**src/logic/spu_pkg.sv**
```systemverilog
// Purpose: shared constants and types of the serial port block
// Assumes: registers sit at word index times four on a 32-bit bus
// Notes: mode codes follow the two-bit frame mode field
package spu_pkg;

  // data path and buffer geometry
  localparam int unsigned SPU_DATA_W = 8;
  localparam int unsigned SPU_FIFO_DEPTH = 8;

  // register word indices and byte addresses
  localparam logic [7:0] SPU_IDX_PWR = 8'h87;
  localparam logic [7:0] SPU_IDX_CTRL = 8'h98;
  localparam logic [7:0] SPU_IDX_DATA = 8'h99;
  localparam logic [7:0] SPU_IDX_BAUDSRC = 8'h9E;
  localparam logic [9:0] SPU_ADR_PWR = {SPU_IDX_PWR, 2'h0};
  localparam logic [9:0] SPU_ADR_CTRL = {SPU_IDX_CTRL, 2'h0};
  localparam logic [9:0] SPU_ADR_DATA = {SPU_IDX_DATA, 2'h0};
  localparam logic [9:0] SPU_ADR_BAUDSRC = {SPU_IDX_BAUDSRC, 2'h0};

  // uart_control field positions and reset
  localparam int unsigned SPU_CTRL_MODE_HI = 7;
  localparam int unsigned SPU_CTRL_MODE_LO = 6;
  localparam int unsigned SPU_CTRL_AFILT = 5;
  localparam int unsigned SPU_CTRL_RXEN = 4;
  localparam int unsigned SPU_CTRL_TXN = 3;
  localparam int unsigned SPU_CTRL_RXN = 2;
  localparam int unsigned SPU_CTRL_TXD = 1;
  localparam int unsigned SPU_CTRL_RXD = 0;
  localparam logic [7:0] SPU_CTRL_RESET = 8'h00;

  // power_and_baud_control and baud source fields
  localparam int unsigned SPU_PWR_BAUD_DOUBLE = 7;
  localparam int unsigned SPU_SRC_TX_ALT = 0;
  localparam int unsigned SPU_SRC_RX_ALT = 1;

  // frame modes
  localparam logic [1:0] SPU_MODE_SYNC = 2'h0;
  localparam logic [1:0] SPU_MODE_10BIT = 2'h1;
  localparam logic [1:0] SPU_MODE_11FIX = 2'h2;
  localparam logic [1:0] SPU_MODE_11VAR = 2'h3;

  // timing counts in system clocks, oversample ticks or bits
  localparam logic [3:0] SPU_SYNC_DIV_SLOW = 4'hC;
  localparam logic [3:0] SPU_SYNC_DIV_FAST = 4'h4;
  localparam logic [2:0] SPU_FIX_TICK_SLOW = 3'h4;
  localparam logic [2:0] SPU_FIX_TICK_FAST = 3'h2;
  localparam logic [3:0] SPU_OVS_LAST = 4'hF;
  localparam logic [3:0] SPU_SAMPLE_POINT = 4'h7;
  localparam logic [3:0] SPU_SYNC_BITS_LAST = 4'h7;
  localparam logic [3:0] SPU_LAST_BIT_10 = 4'h9;
  localparam logic [3:0] SPU_LAST_BIT_11 = 4'hA;

  typedef enum logic [1:0] {TX_IDLE, TX_ASYNC, TX_SYNC_OUT, TX_SYNC_IN} spu_tx_state_t;
  typedef enum logic {RX_IDLE, RX_FRAME} spu_rx_state_t;

endpackage

```
**src/logic/spu_stream_if.sv**
```systemverilog
// Purpose: valid/ready word stream between the block's own modules
// Assumes: one clock for both ends
// Notes: a word moves on a clock edge where valid and ready are both high
`timescale 1ns/1ps
interface spu_stream_if #(parameter int W = 8) ();
  logic valid;
  logic ready;
  logic [W-1:0] data;
  modport src (output valid, output data, input ready);
  modport snk (input valid, input data, output ready);
endinterface

```
**src/logic/spu_ram.sv**
```systemverilog
// Purpose: small word store with registered read data
// Assumes: one write port, one read port, same clock
// Notes: a write to the address being read shows up at once on the read side
`timescale 1ns/1ps
module spu_ram #(
  parameter int W = 8,
  parameter int D = 8
) (
  input wire logic clk,
  input wire logic rst,
  input wire logic we,
  input wire logic [$clog2(D)-1:0] wAddr,
  input wire logic [W-1:0] wData,
  input wire logic [$clog2(D)-1:0] rAddr,
  output logic [W-1:0] rData
);
  logic [W-1:0] mem [D];

  // storage array, no reset needed
  always_ff @(posedge clk)
  begin
    if (we)
    begin
      mem[wAddr] <= wData;
    end
  end

  // read register with write bypass so a fresh word is never stale
  always_ff @(posedge clk or posedge rst)
  begin
    if (rst)
    begin
      rData <= '0;
    end
    else if (we && (wAddr == rAddr))
    begin
      rData <= wData;
    end
    else
    begin
      rData <= mem[rAddr];
    end
  end
endmodule

```
**src/logic/spu_fifo.sv**
```systemverilog
// Purpose: first-in first-out buffer with valid/ready on both sides
// Assumes: depth is a power of two
// Notes: output data comes from the ram read register, pointed one ahead on pop
`timescale 1ns/1ps
module spu_fifo #(
  parameter int W = 8,
  parameter int D = 8
) (
  input wire logic clk,
  input wire logic rst,
  spu_stream_if.snk inS,
  spu_stream_if.src outS
);
  localparam int AW = $clog2(D);

  typedef struct packed {
    logic [AW-1:0] wrPtr;
    logic [AW-1:0] rdPtr;
    logic [AW:0] count;
  } spu_fifo_state_t;

  spu_fifo_state_t s_reg;
  spu_fifo_state_t s_next;
  logic push;
  logic pop;
  logic [AW-1:0] rdAddr;

  // handshakes: full and empty straight from the count
  assign inS.ready = (s_reg.count != (AW + 1)'(D));
  assign outS.valid = (s_reg.count != '0);
  assign push = inS.valid & inS.ready;
  assign pop = outS.valid & outS.ready;
  assign rdAddr = pop ? s_reg.rdPtr + 1'b1 : s_reg.rdPtr;

  // pointer and count update
  always_comb
  begin
    s_next = s_reg;
    if (push)
    begin
      s_next.wrPtr = s_reg.wrPtr + 1'b1;
    end
    if (pop)
    begin
      s_next.rdPtr = s_reg.rdPtr + 1'b1;
    end
    s_next.count = s_reg.count + (AW + 1)'(push) - (AW + 1)'(pop);
  end

  always_ff @(posedge clk or posedge rst)
  begin
    if (rst)
    begin
      s_reg <= '0;
    end
    else
    begin
      s_reg <= s_next;
    end
  end

  spu_ram #(.W(W), .D(D)) store (
    .clk(clk),
    .rst(rst),
    .we(push),
    .wAddr(s_reg.wrPtr),
    .wData(inS.data),
    .rAddr(rdAddr),
    .rData(outS.data)
  );
endmodule

```
**src/logic/spu_uart.sv**
```systemverilog
// Purpose: four-mode serial port with classic Wishbone register access
// Assumes: 100 MHz clk; timer overflow pulses are one clk wide, same clock
// Notes: transmit bytes queue in an 8-word buffer before the shifter
// Operation
// - mode 00: half-duplex sync, data on rx pin, clock on tx pin, 8 bits LSB first
// - mode 01: async frame of start, eight data, stop; variable baud
// - mode 10: async frame of start, eight data, ninth bit, stop; fixed baud
// - mode 11: same eleven-bit frame as mode 10 with variable baud
// - modes 10/11 with address filter set: receive flag only when ninth bit is one
// - reception happens only while the receive enable bit is one
// - modes 10/11 store the received ninth bit in the control register
// - control register holds transmit done flag, the transmit interrupt request
// - control register holds receive done flag, the receive interrupt request
// - data buffer address reaches separate transmit and receive storage
// - writing the data buffer loads the transmitter and starts sending
// - mode 00 shifts at clock/12, or clock/4 with baud doubling
// - mode 10 runs at clock/64, or clock/32 with baud doubling
// - modes 01/11 use timer1 overflow unless an alternate timer2 select is set
`timescale 1ns/1ps
module spu_uart (
  input wire logic clk,
  input wire logic rst,
  input wire logic wb_cyc_i,
  input wire logic wb_stb_i,
  input wire logic wb_we_i,
  input wire logic [9:0] wb_adr_i,
  input wire logic [3:0] wb_sel_i,
  input wire logic [31:0] wb_dat_i,
  output logic [31:0] wb_dat_o,
  output logic wb_ack_o,
  input wire logic timer1Ovf,
  input wire logic timer2Ovf,
  input wire logic rxPinIn,
  output logic rxPinOut,
  output logic rxPinOe_n,
  output logic txPin,
  output logic txIrqReq,
  output logic rxIrqReq
);

  typedef struct packed {
    logic [7:0] ctrl;
    logic baudDouble;
    logic txAltSrc;
    logic rxAltSrc;
    logic [7:0] rxLatch;
    logic ack;
    logic [31:0] rdData;
    logic t1Half;
    logic [2:0] fixCnt;
    spu_pkg::spu_tx_state_t txState;
    logic [10:0] txShift;
    logic [3:0] txSub;
    logic [3:0] txBit;
    spu_pkg::spu_rx_state_t rxState;
    logic [8:0] rxShift;
    logic [3:0] rxSub;
    logic [3:0] rxBit;
    logic rxSync1;
    logic rxSync2;
    logic rxPrev;
    logic txPin;
    logic rxPinOut;
    logic rxPinOe_n;
  } spu_state_t;

  spu_state_t s_reg;
  spu_state_t s_next;

  spu_stream_if #(.W(spu_pkg::SPU_DATA_W)) txIn ();
  spu_stream_if #(.W(spu_pkg::SPU_DATA_W)) txOut ();

  logic busReq;
  logic [7:0] regIdx;
  logic wrLane;
  logic [1:0] mode;
  logic fixTick;
  logic t1Tick;
  logic txTick;
  logic rxTick;
  logic [3:0] syncLim;
  logic [3:0] syncHalf;
  logic [2:0] fixLim;
  logic popTx;
  logic rxSample;
  logic rxAccept;

  // true for the two eleven-bit frame modes
  function automatic logic isNinthMode(input logic [1:0] m);
    isNinthMode = (m == spu_pkg::SPU_MODE_11FIX) || (m == spu_pkg::SPU_MODE_11VAR);
  endfunction

  // bus request decode
  assign busReq = wb_cyc_i & wb_stb_i & ~s_reg.ack;
  assign regIdx = wb_adr_i[9:2];
  assign wrLane = busReq & wb_we_i & wb_sel_i[0];
  assign mode = s_reg.ctrl[spu_pkg::SPU_CTRL_MODE_HI:spu_pkg::SPU_CTRL_MODE_LO];

  // data buffer writes go into the transmit queue, never the receive latch
  assign txIn.valid = wrLane & (regIdx == spu_pkg::SPU_IDX_DATA);
  assign txIn.data = wb_dat_i[7:0];
  assign txOut.ready = popTx;

  // baud sources: fixed divider, timer1 halved unless doubled, or timer2
  assign syncLim = s_reg.baudDouble ? spu_pkg::SPU_SYNC_DIV_FAST : spu_pkg::SPU_SYNC_DIV_SLOW;
  assign syncHalf = syncLim >> 1;
  assign fixLim = s_reg.baudDouble ? spu_pkg::SPU_FIX_TICK_FAST : spu_pkg::SPU_FIX_TICK_SLOW;
  assign fixTick = (s_reg.fixCnt == fixLim - 3'h1);
  assign t1Tick = timer1Ovf & (s_reg.baudDouble | s_reg.t1Half);
  assign txTick = (mode == spu_pkg::SPU_MODE_11FIX) ? fixTick
                : (s_reg.txAltSrc ? timer2Ovf : t1Tick);
  assign rxTick = (mode == spu_pkg::SPU_MODE_11FIX) ? fixTick
                : (s_reg.rxAltSrc ? timer2Ovf : t1Tick);
  assign rxSample = s_reg.rxSync2;

  // next-state logic of bus slave, transmitter and receiver
  always_comb
  begin
    s_next = s_reg;
    popTx = 1'b0;
    rxAccept = 1'b0;
    s_next.rxSync1 = rxPinIn;
    s_next.rxSync2 = s_reg.rxSync1;
    s_next.rxPrev = s_reg.rxSync2;

    // dividers for the fixed-rate mode and timer1 halving
    s_next.fixCnt = fixTick ? 3'h0 : s_reg.fixCnt + 3'h1;
    if (timer1Ovf)
    begin
      s_next.t1Half = ~s_reg.t1Half;
    end

    // ack one cycle after the request; data writes wait for queue room
    s_next.ack = busReq & (~txIn.valid | txIn.ready);
    if (busReq && !wb_we_i)
    begin
      case (regIdx)
        spu_pkg::SPU_IDX_CTRL: s_next.rdData = {24'h000000, s_reg.ctrl};
        spu_pkg::SPU_IDX_DATA: s_next.rdData = {24'h000000, s_reg.rxLatch};
        spu_pkg::SPU_IDX_BAUDSRC: s_next.rdData = {30'h0, s_reg.rxAltSrc, s_reg.txAltSrc};
        default: s_next.rdData = 32'h00000000;
      endcase
    end
    if (wrLane)
    begin
      case (regIdx)
        spu_pkg::SPU_IDX_CTRL: s_next.ctrl = wb_dat_i[7:0];
        spu_pkg::SPU_IDX_PWR: s_next.baudDouble = wb_dat_i[spu_pkg::SPU_PWR_BAUD_DOUBLE];
        spu_pkg::SPU_IDX_BAUDSRC:
        begin
          s_next.txAltSrc = wb_dat_i[spu_pkg::SPU_SRC_TX_ALT];
          s_next.rxAltSrc = wb_dat_i[spu_pkg::SPU_SRC_RX_ALT];
        end
        default: s_next.ctrl = s_next.ctrl;
      endcase
    end

    // transmitter, which also runs both directions of the sync mode
    case (s_reg.txState)
      spu_pkg::TX_IDLE:
      begin
        s_next.txSub = 4'h0;
        s_next.txBit = 4'h0;
        if (txOut.valid)
        begin
          popTx = 1'b1;
          if (mode == spu_pkg::SPU_MODE_SYNC)
          begin
            s_next.txShift = {3'h7, txOut.data};
            s_next.txState = spu_pkg::TX_SYNC_OUT;
          end
          else
          begin
            s_next.txShift = {1'b1,
                              isNinthMode(mode) ? s_reg.ctrl[spu_pkg::SPU_CTRL_TXN] : 1'b1,
                              txOut.data, 1'b0};
            s_next.txState = spu_pkg::TX_ASYNC;
          end
        end
        else if ((mode == spu_pkg::SPU_MODE_SYNC) && s_reg.ctrl[spu_pkg::SPU_CTRL_RXEN]
                 && !s_reg.ctrl[spu_pkg::SPU_CTRL_RXD])
        begin
          s_next.txState = spu_pkg::TX_SYNC_IN;
        end
      end
      spu_pkg::TX_ASYNC:
      begin
        if (txTick)
        begin
          s_next.txSub = s_reg.txSub + 4'h1;
          if (s_reg.txSub == spu_pkg::SPU_OVS_LAST)
          begin
            s_next.txShift = {1'b1, s_reg.txShift[10:1]};
            s_next.txBit = s_reg.txBit + 4'h1;
            if (s_reg.txBit == (isNinthMode(mode) ? spu_pkg::SPU_LAST_BIT_11
                                                  : spu_pkg::SPU_LAST_BIT_10))
            begin
              s_next.txState = spu_pkg::TX_IDLE;
              s_next.ctrl[spu_pkg::SPU_CTRL_TXD] = 1'b1;
            end
          end
        end
      end
      spu_pkg::TX_SYNC_OUT, spu_pkg::TX_SYNC_IN:
      begin
        s_next.txSub = s_reg.txSub + 4'h1;
        // receive samples as the shift clock rises at mid bit
        if ((s_reg.txState == spu_pkg::TX_SYNC_IN) && (s_reg.txSub == syncHalf - 4'h1))
        begin
          s_next.txShift[7:0] = {rxSample, s_reg.txShift[7:1]};
        end
        if (s_reg.txSub == syncLim - 4'h1)
        begin
          s_next.txSub = 4'h0;
          s_next.txBit = s_reg.txBit + 4'h1;
          if (s_reg.txState == spu_pkg::TX_SYNC_OUT)
          begin
            s_next.txShift = {1'b1, s_reg.txShift[10:1]};
          end
          if (s_reg.txBit == spu_pkg::SPU_SYNC_BITS_LAST)
          begin
            s_next.txState = spu_pkg::TX_IDLE;
            if (s_reg.txState == spu_pkg::TX_SYNC_OUT)
            begin
              s_next.ctrl[spu_pkg::SPU_CTRL_TXD] = 1'b1;
            end
            else
            begin
              s_next.rxLatch = s_reg.txShift[7:0];
              s_next.ctrl[spu_pkg::SPU_CTRL_RXD] = 1'b1;
            end
          end
        end
      end
      default: s_next.txState = spu_pkg::TX_IDLE;
    endcase

    // asynchronous receiver with 16x oversampling, mid-bit sample
    case (s_reg.rxState)
      spu_pkg::RX_IDLE:
      begin
        s_next.rxSub = 4'h0;
        s_next.rxBit = 4'h0;
        if ((mode != spu_pkg::SPU_MODE_SYNC) && s_reg.ctrl[spu_pkg::SPU_CTRL_RXEN]
            && s_reg.rxPrev && !s_reg.rxSync2)
        begin
          s_next.rxState = spu_pkg::RX_FRAME;
        end
      end
      spu_pkg::RX_FRAME:
      begin
        if (rxTick)
        begin
          s_next.rxSub = s_reg.rxSub + 4'h1;
          if (s_reg.rxSub == spu_pkg::SPU_SAMPLE_POINT)
          begin
            s_next.rxBit = s_reg.rxBit + 4'h1;
            if ((s_reg.rxBit == 4'h0) && rxSample)
            begin
              s_next.rxState = spu_pkg::RX_IDLE; // glitch, not a start bit
            end
            else if (s_reg.rxBit == (isNinthMode(mode) ? spu_pkg::SPU_LAST_BIT_11
                                                       : spu_pkg::SPU_LAST_BIT_10))
            begin
              s_next.rxState = spu_pkg::RX_IDLE;
              rxAccept = !s_reg.ctrl[spu_pkg::SPU_CTRL_RXD]
                         && (!isNinthMode(mode) || !s_reg.ctrl[spu_pkg::SPU_CTRL_AFILT]
                             || s_reg.rxShift[8]);
            end
            else if (s_reg.rxBit != 4'h0)
            begin
              s_next.rxShift = {rxSample, s_reg.rxShift[8:1]};
            end
          end
        end
      end
      default: s_next.rxState = spu_pkg::RX_IDLE;
    endcase

    // frame accepted: latch byte, ninth bit, raise the flag
    if (rxAccept)
    begin
      if (isNinthMode(mode))
      begin
        s_next.rxLatch = s_reg.rxShift[7:0];
        s_next.ctrl[spu_pkg::SPU_CTRL_RXN] = s_reg.rxShift[8];
      end
      else
      begin
        s_next.rxLatch = s_reg.rxShift[8:1];
      end
      s_next.ctrl[spu_pkg::SPU_CTRL_RXD] = 1'b1;
    end

    // pin drivers: sync transmit drives both pins, sync receive and async drive tx only
    case (s_next.txState)
      spu_pkg::TX_ASYNC:
      begin
        s_next.txPin = s_next.txShift[0];
        s_next.rxPinOut = 1'b1;
        s_next.rxPinOe_n = 1'b1;
      end
      spu_pkg::TX_SYNC_OUT:
      begin
        s_next.txPin = (s_next.txSub >= syncHalf);
        s_next.rxPinOut = s_next.txShift[0];
        s_next.rxPinOe_n = 1'b0;
      end
      spu_pkg::TX_SYNC_IN:
      begin
        s_next.txPin = (s_next.txSub >= syncHalf);
        s_next.rxPinOut = 1'b1;
        s_next.rxPinOe_n = 1'b1;
      end
      default:
      begin
        s_next.txPin = 1'b1;
        s_next.rxPinOut = 1'b1;
        s_next.rxPinOe_n = 1'b1;
      end
    endcase
  end

  // state register; idle line levels are high
  always_ff @(posedge clk or posedge rst)
  begin
    if (rst)
    begin
      s_reg <= '0;
      s_reg.ctrl <= spu_pkg::SPU_CTRL_RESET;
      s_reg.rxSync1 <= 1'b1;
      s_reg.rxSync2 <= 1'b1;
      s_reg.rxPrev <= 1'b1;
      s_reg.txPin <= 1'b1;
      s_reg.rxPinOut <= 1'b1;
      s_reg.rxPinOe_n <= 1'b1;
    end
    else
    begin
      s_reg <= s_next;
    end
  end

  // outputs straight from flip-flops
  assign wb_dat_o = s_reg.rdData;
  assign wb_ack_o = s_reg.ack;
  assign txPin = s_reg.txPin;
  assign rxPinOut = s_reg.rxPinOut;
  assign rxPinOe_n = s_reg.rxPinOe_n;
  assign txIrqReq = s_reg.ctrl[spu_pkg::SPU_CTRL_TXD];
  assign rxIrqReq = s_reg.ctrl[spu_pkg::SPU_CTRL_RXD];

  spu_fifo #(.W(spu_pkg::SPU_DATA_W), .D(spu_pkg::SPU_FIFO_DEPTH)) txQueue (
    .clk(clk),
    .rst(rst),
    .inS(txIn),
    .outS(txOut)
  );
endmodule

```
**config.mk**
```make
export PLATFORM = sky130hd
export DESIGN_NAME = spu_uart
export DESIGN_NICKNAME = d
export VERILOG_FILES = /design/src/logic/spu_pkg.sv /design/src/logic/spu_stream_if.sv /design/src/logic/spu_ram.sv /design/src/logic/spu_fifo.sv /design/src/logic/spu_uart.sv
export SDC_FILE = /design/constraint.sdc
export NUM_CORES = 1
export LEC_CHECK = 0
export BUFFER_PORTS_ARGS = -buffer_cell sky130_fd_sc_hd__buf_2
export CAP_MARGIN = 20
export CORE_MARGIN = 2
export CORE_UTILIZATION = 46
export DETAILED_ROUTE_END_ITERATION = 8
export HOLD_SLACK_MARGIN = 0.12
export PLACE_DENSITY_LB_ADDON = 0.3
export SLEW_MARGIN = 10
export SYNTH_ARGS = -nofsm -noshare
export SYNTH_HDL_FRONTEND = slang
export SYNTH_HIERARCHICAL = 1
export SYNTH_SLANG_ARGS = --single-unit
```
**constraint.sdc**
```tcl
create_clock -name clk -period 6.7 [get_ports clk]
set_clock_uncertainty 0.15 [all_clocks]
set_input_delay 1.005 -clock clk [delete_from_list [all_inputs] [get_ports clk]]
set_output_delay 1.005 -clock clk [all_outputs]
set_load 0.02 [all_outputs]
```
==> out/metrics.csv <==
metric;value;unit
nets;689;
first_pass_iters;4;
power_frac_seq;41.3;%
async_flop_share;59.7;%
placed_cells;818;
root_buffer;clkbuf_16;
cp-end-kind;flop;
grt_use_total;18.3;%
drc;0;
status;finished, final reports clean;
grt_max_degree;78;
clkTransAtPathRegs;0.06;ns
dp_slack;2.61;ns
synth_commonest_cells;dfrtp_1 (89), edfxtp_1 (64), mux2i_1 (45);
hold_violations;0;
grt_overflow;0;
hold_ws;0.205;ns
setup_violations;0;
grt_pass1_vias;4814;
hp-class;reg2reg;
fp.dieH;133;um
via_count;4587;
worstMarginPinSlew;0.987;ns
cp_max_fo;18;
synth_cell_types;66;
cts_buffers;17;
synth-main-ff-cell;dfrtp_1;
synth_edf_count;64;
fin_crit_sh;58.2;%
die_width;133;um
grt_pass1_wl;25100;um
netlist_area;0.00770;mm2
core.rowCount;47;
insertion_delay;0.43;ns
slew_headroom;34.2;%
antenna_cells;0;
antenna_found_initial;0;
die_area;0.0178;mm2
pin_count;92;
largest_reg_flops;64;
routed_wl;15000;um
core-area;0.0165;mm2
fin_cells;851;
gp_congestion;0.830;
post_drt_wl_per_cell;17.6;um
start_util;46.7;%
dp_hpwl;10500;um
yosysTopAreaCellShare;28.9;%
yosys_warnings;6;
drtIter0Drc;346;
postCtsSetupBuffers;0;
drv_cap;0;
cts-resized-gates;0;
switching_power;1.03;mW
clock_power_share;28.0;%
rsz0062_at_grt;false;
peakVddDrop;0.000230;V
port_buffers;38;
cts_max_path_buffers;2;
synth.most_common_cell;dfrtp_1;
post-route-min-period;3.90;ns
layout-drive-gt1-share;23.5;%
slew_viol_final;0;
yosys_register_bits;159;
ys_top_cells_by_area;dfrtp_1 (29%), edfxtp_1 (25%), mux2i_1 (5.9%);
hold_buffers;0;
worstPathRequired;6.86;ns
cp.arrival;4.06;ns
ant_nets;0;
place_area;0.00796;mm2
synth_top_area_cell;dfrtp_1;
vias_per_cell;5.39;
powerDensity;371;mW/mm2
leakagePower;3.50;nW
postSynthCellCount;580;
setup_tns;0;ns
cts_max_level;4;
fin_util;51.6;%
setup_ws;2.80;ns
crit_path_start_kind;flop;
fmax;256;MHz
finalPower;3.15;mW
criticalPathCategory;reg2reg;
p_int;2.12;mW
synthToLayoutAreaGrowth;10.4;%
p_comb_share;30.8;%
cts_tree;built;
design_area;0.00850;mm2
avgSynthCellArea;13.3;um2
cts.sinks;159;
switching_share;32.7;%
synth_seq_area_share;55.9;%
[placed cells by master (no fill, tap or decap), types with 17 or more instances in the layout]
cell type	instances
inv_1	24
mux2_2	37
nand2_1	37
edfxtp_1	64
mux2i_1	45
buf_2	39
nor2_1	36
clkbuf_16	17
conb_1	24
dfrtp_1	89
[routing by layer]
| layer | track usage, % | vias to the layer above | wire length (um) |
|---|---|---|---|
| met5 | 0 | - | 0 |
| li1 | - | 2162 | - |
| met1 | 22.7 | 2319 | 6550 |
| met2 | 30.9 | 85 | 7690 |
| met3 | 4.76 | 21 | 465 |
| met4 | 6.80 | 0 | 259 |
[path summary, 6_finish.rpt]
check                               startpoint                                to  slack (ns)  depth (start not counted)
min                        s_next[4]$_DFF_PP1_                rxSample$_DFF_PP1_        0.21                          0
min reg2reg                s_next[4]$_DFF_PP1_                rxSample$_DFF_PP1_        0.21                          0
max reg2reg                s_reg[44]$_DFF_PP0_  txQueue/store/rData[6]$_DFF_PP0_        2.80                          8
max in group asynchronous                  rst               s_reg[31]$_DFF_PP0_        5.01                          3
max                        s_reg[44]$_DFF_PP0_  txQueue/store/rData[6]$_DFF_PP0_        2.80                          8
min in group asynchronous                  rst  txQueue/store/rData[2]$_DFF_PP0_        0.39                          2
[power by group through the flow]
stage	Combinational (mW)	Sequential [mW]	Clock [mW]
final	0.970	1.30	0.882
after global routing	1.07	1.32	0.942
after CTS	0.976	1.30	0.906
after detailed placement	0.966	1.32	0
after global placement	0.932	1.31	0
after floorplan	0.817	1.29	0
[cell type report]
class | count | area [um2]
Tap cell | 220 | 275
Multi-Input combinational cell | 370 | 3050
Inverter | 25 | 93.8
Timing Repair Buffer | 45 | 240
Sequential cell | 159 | 4310
Clock inverter | 14 | 108
Fill cell | 1429 | 7970
Clock buffer | 18 | 429
[critical path, cell delays in order (launching register included)]
cell	delay [ns]
dfrtp_1	0.51
nor2_1	0.59
nand2_1	0.39
inv_1	0.25
nand2_4	0.09
mux2_1	0.64
xnor2_1	0.27
nand4_1	0.43
mux2_4	0.45
[cell families after synthesis]
group / after synthesis / synth area share [%]
mux: 101 / 16.9
compound gates: 72 / 6.88
flops: 159 / 55.9
buf+inv: 74 / 5.75
fa+ha+maj: 17 / 2.86
simple gates: 135 / 9.20
xor+xnor: 21 / 2.39
other cells: 1 / 0.0487
No activity file was read; power rests on OpenSTA's default activity.
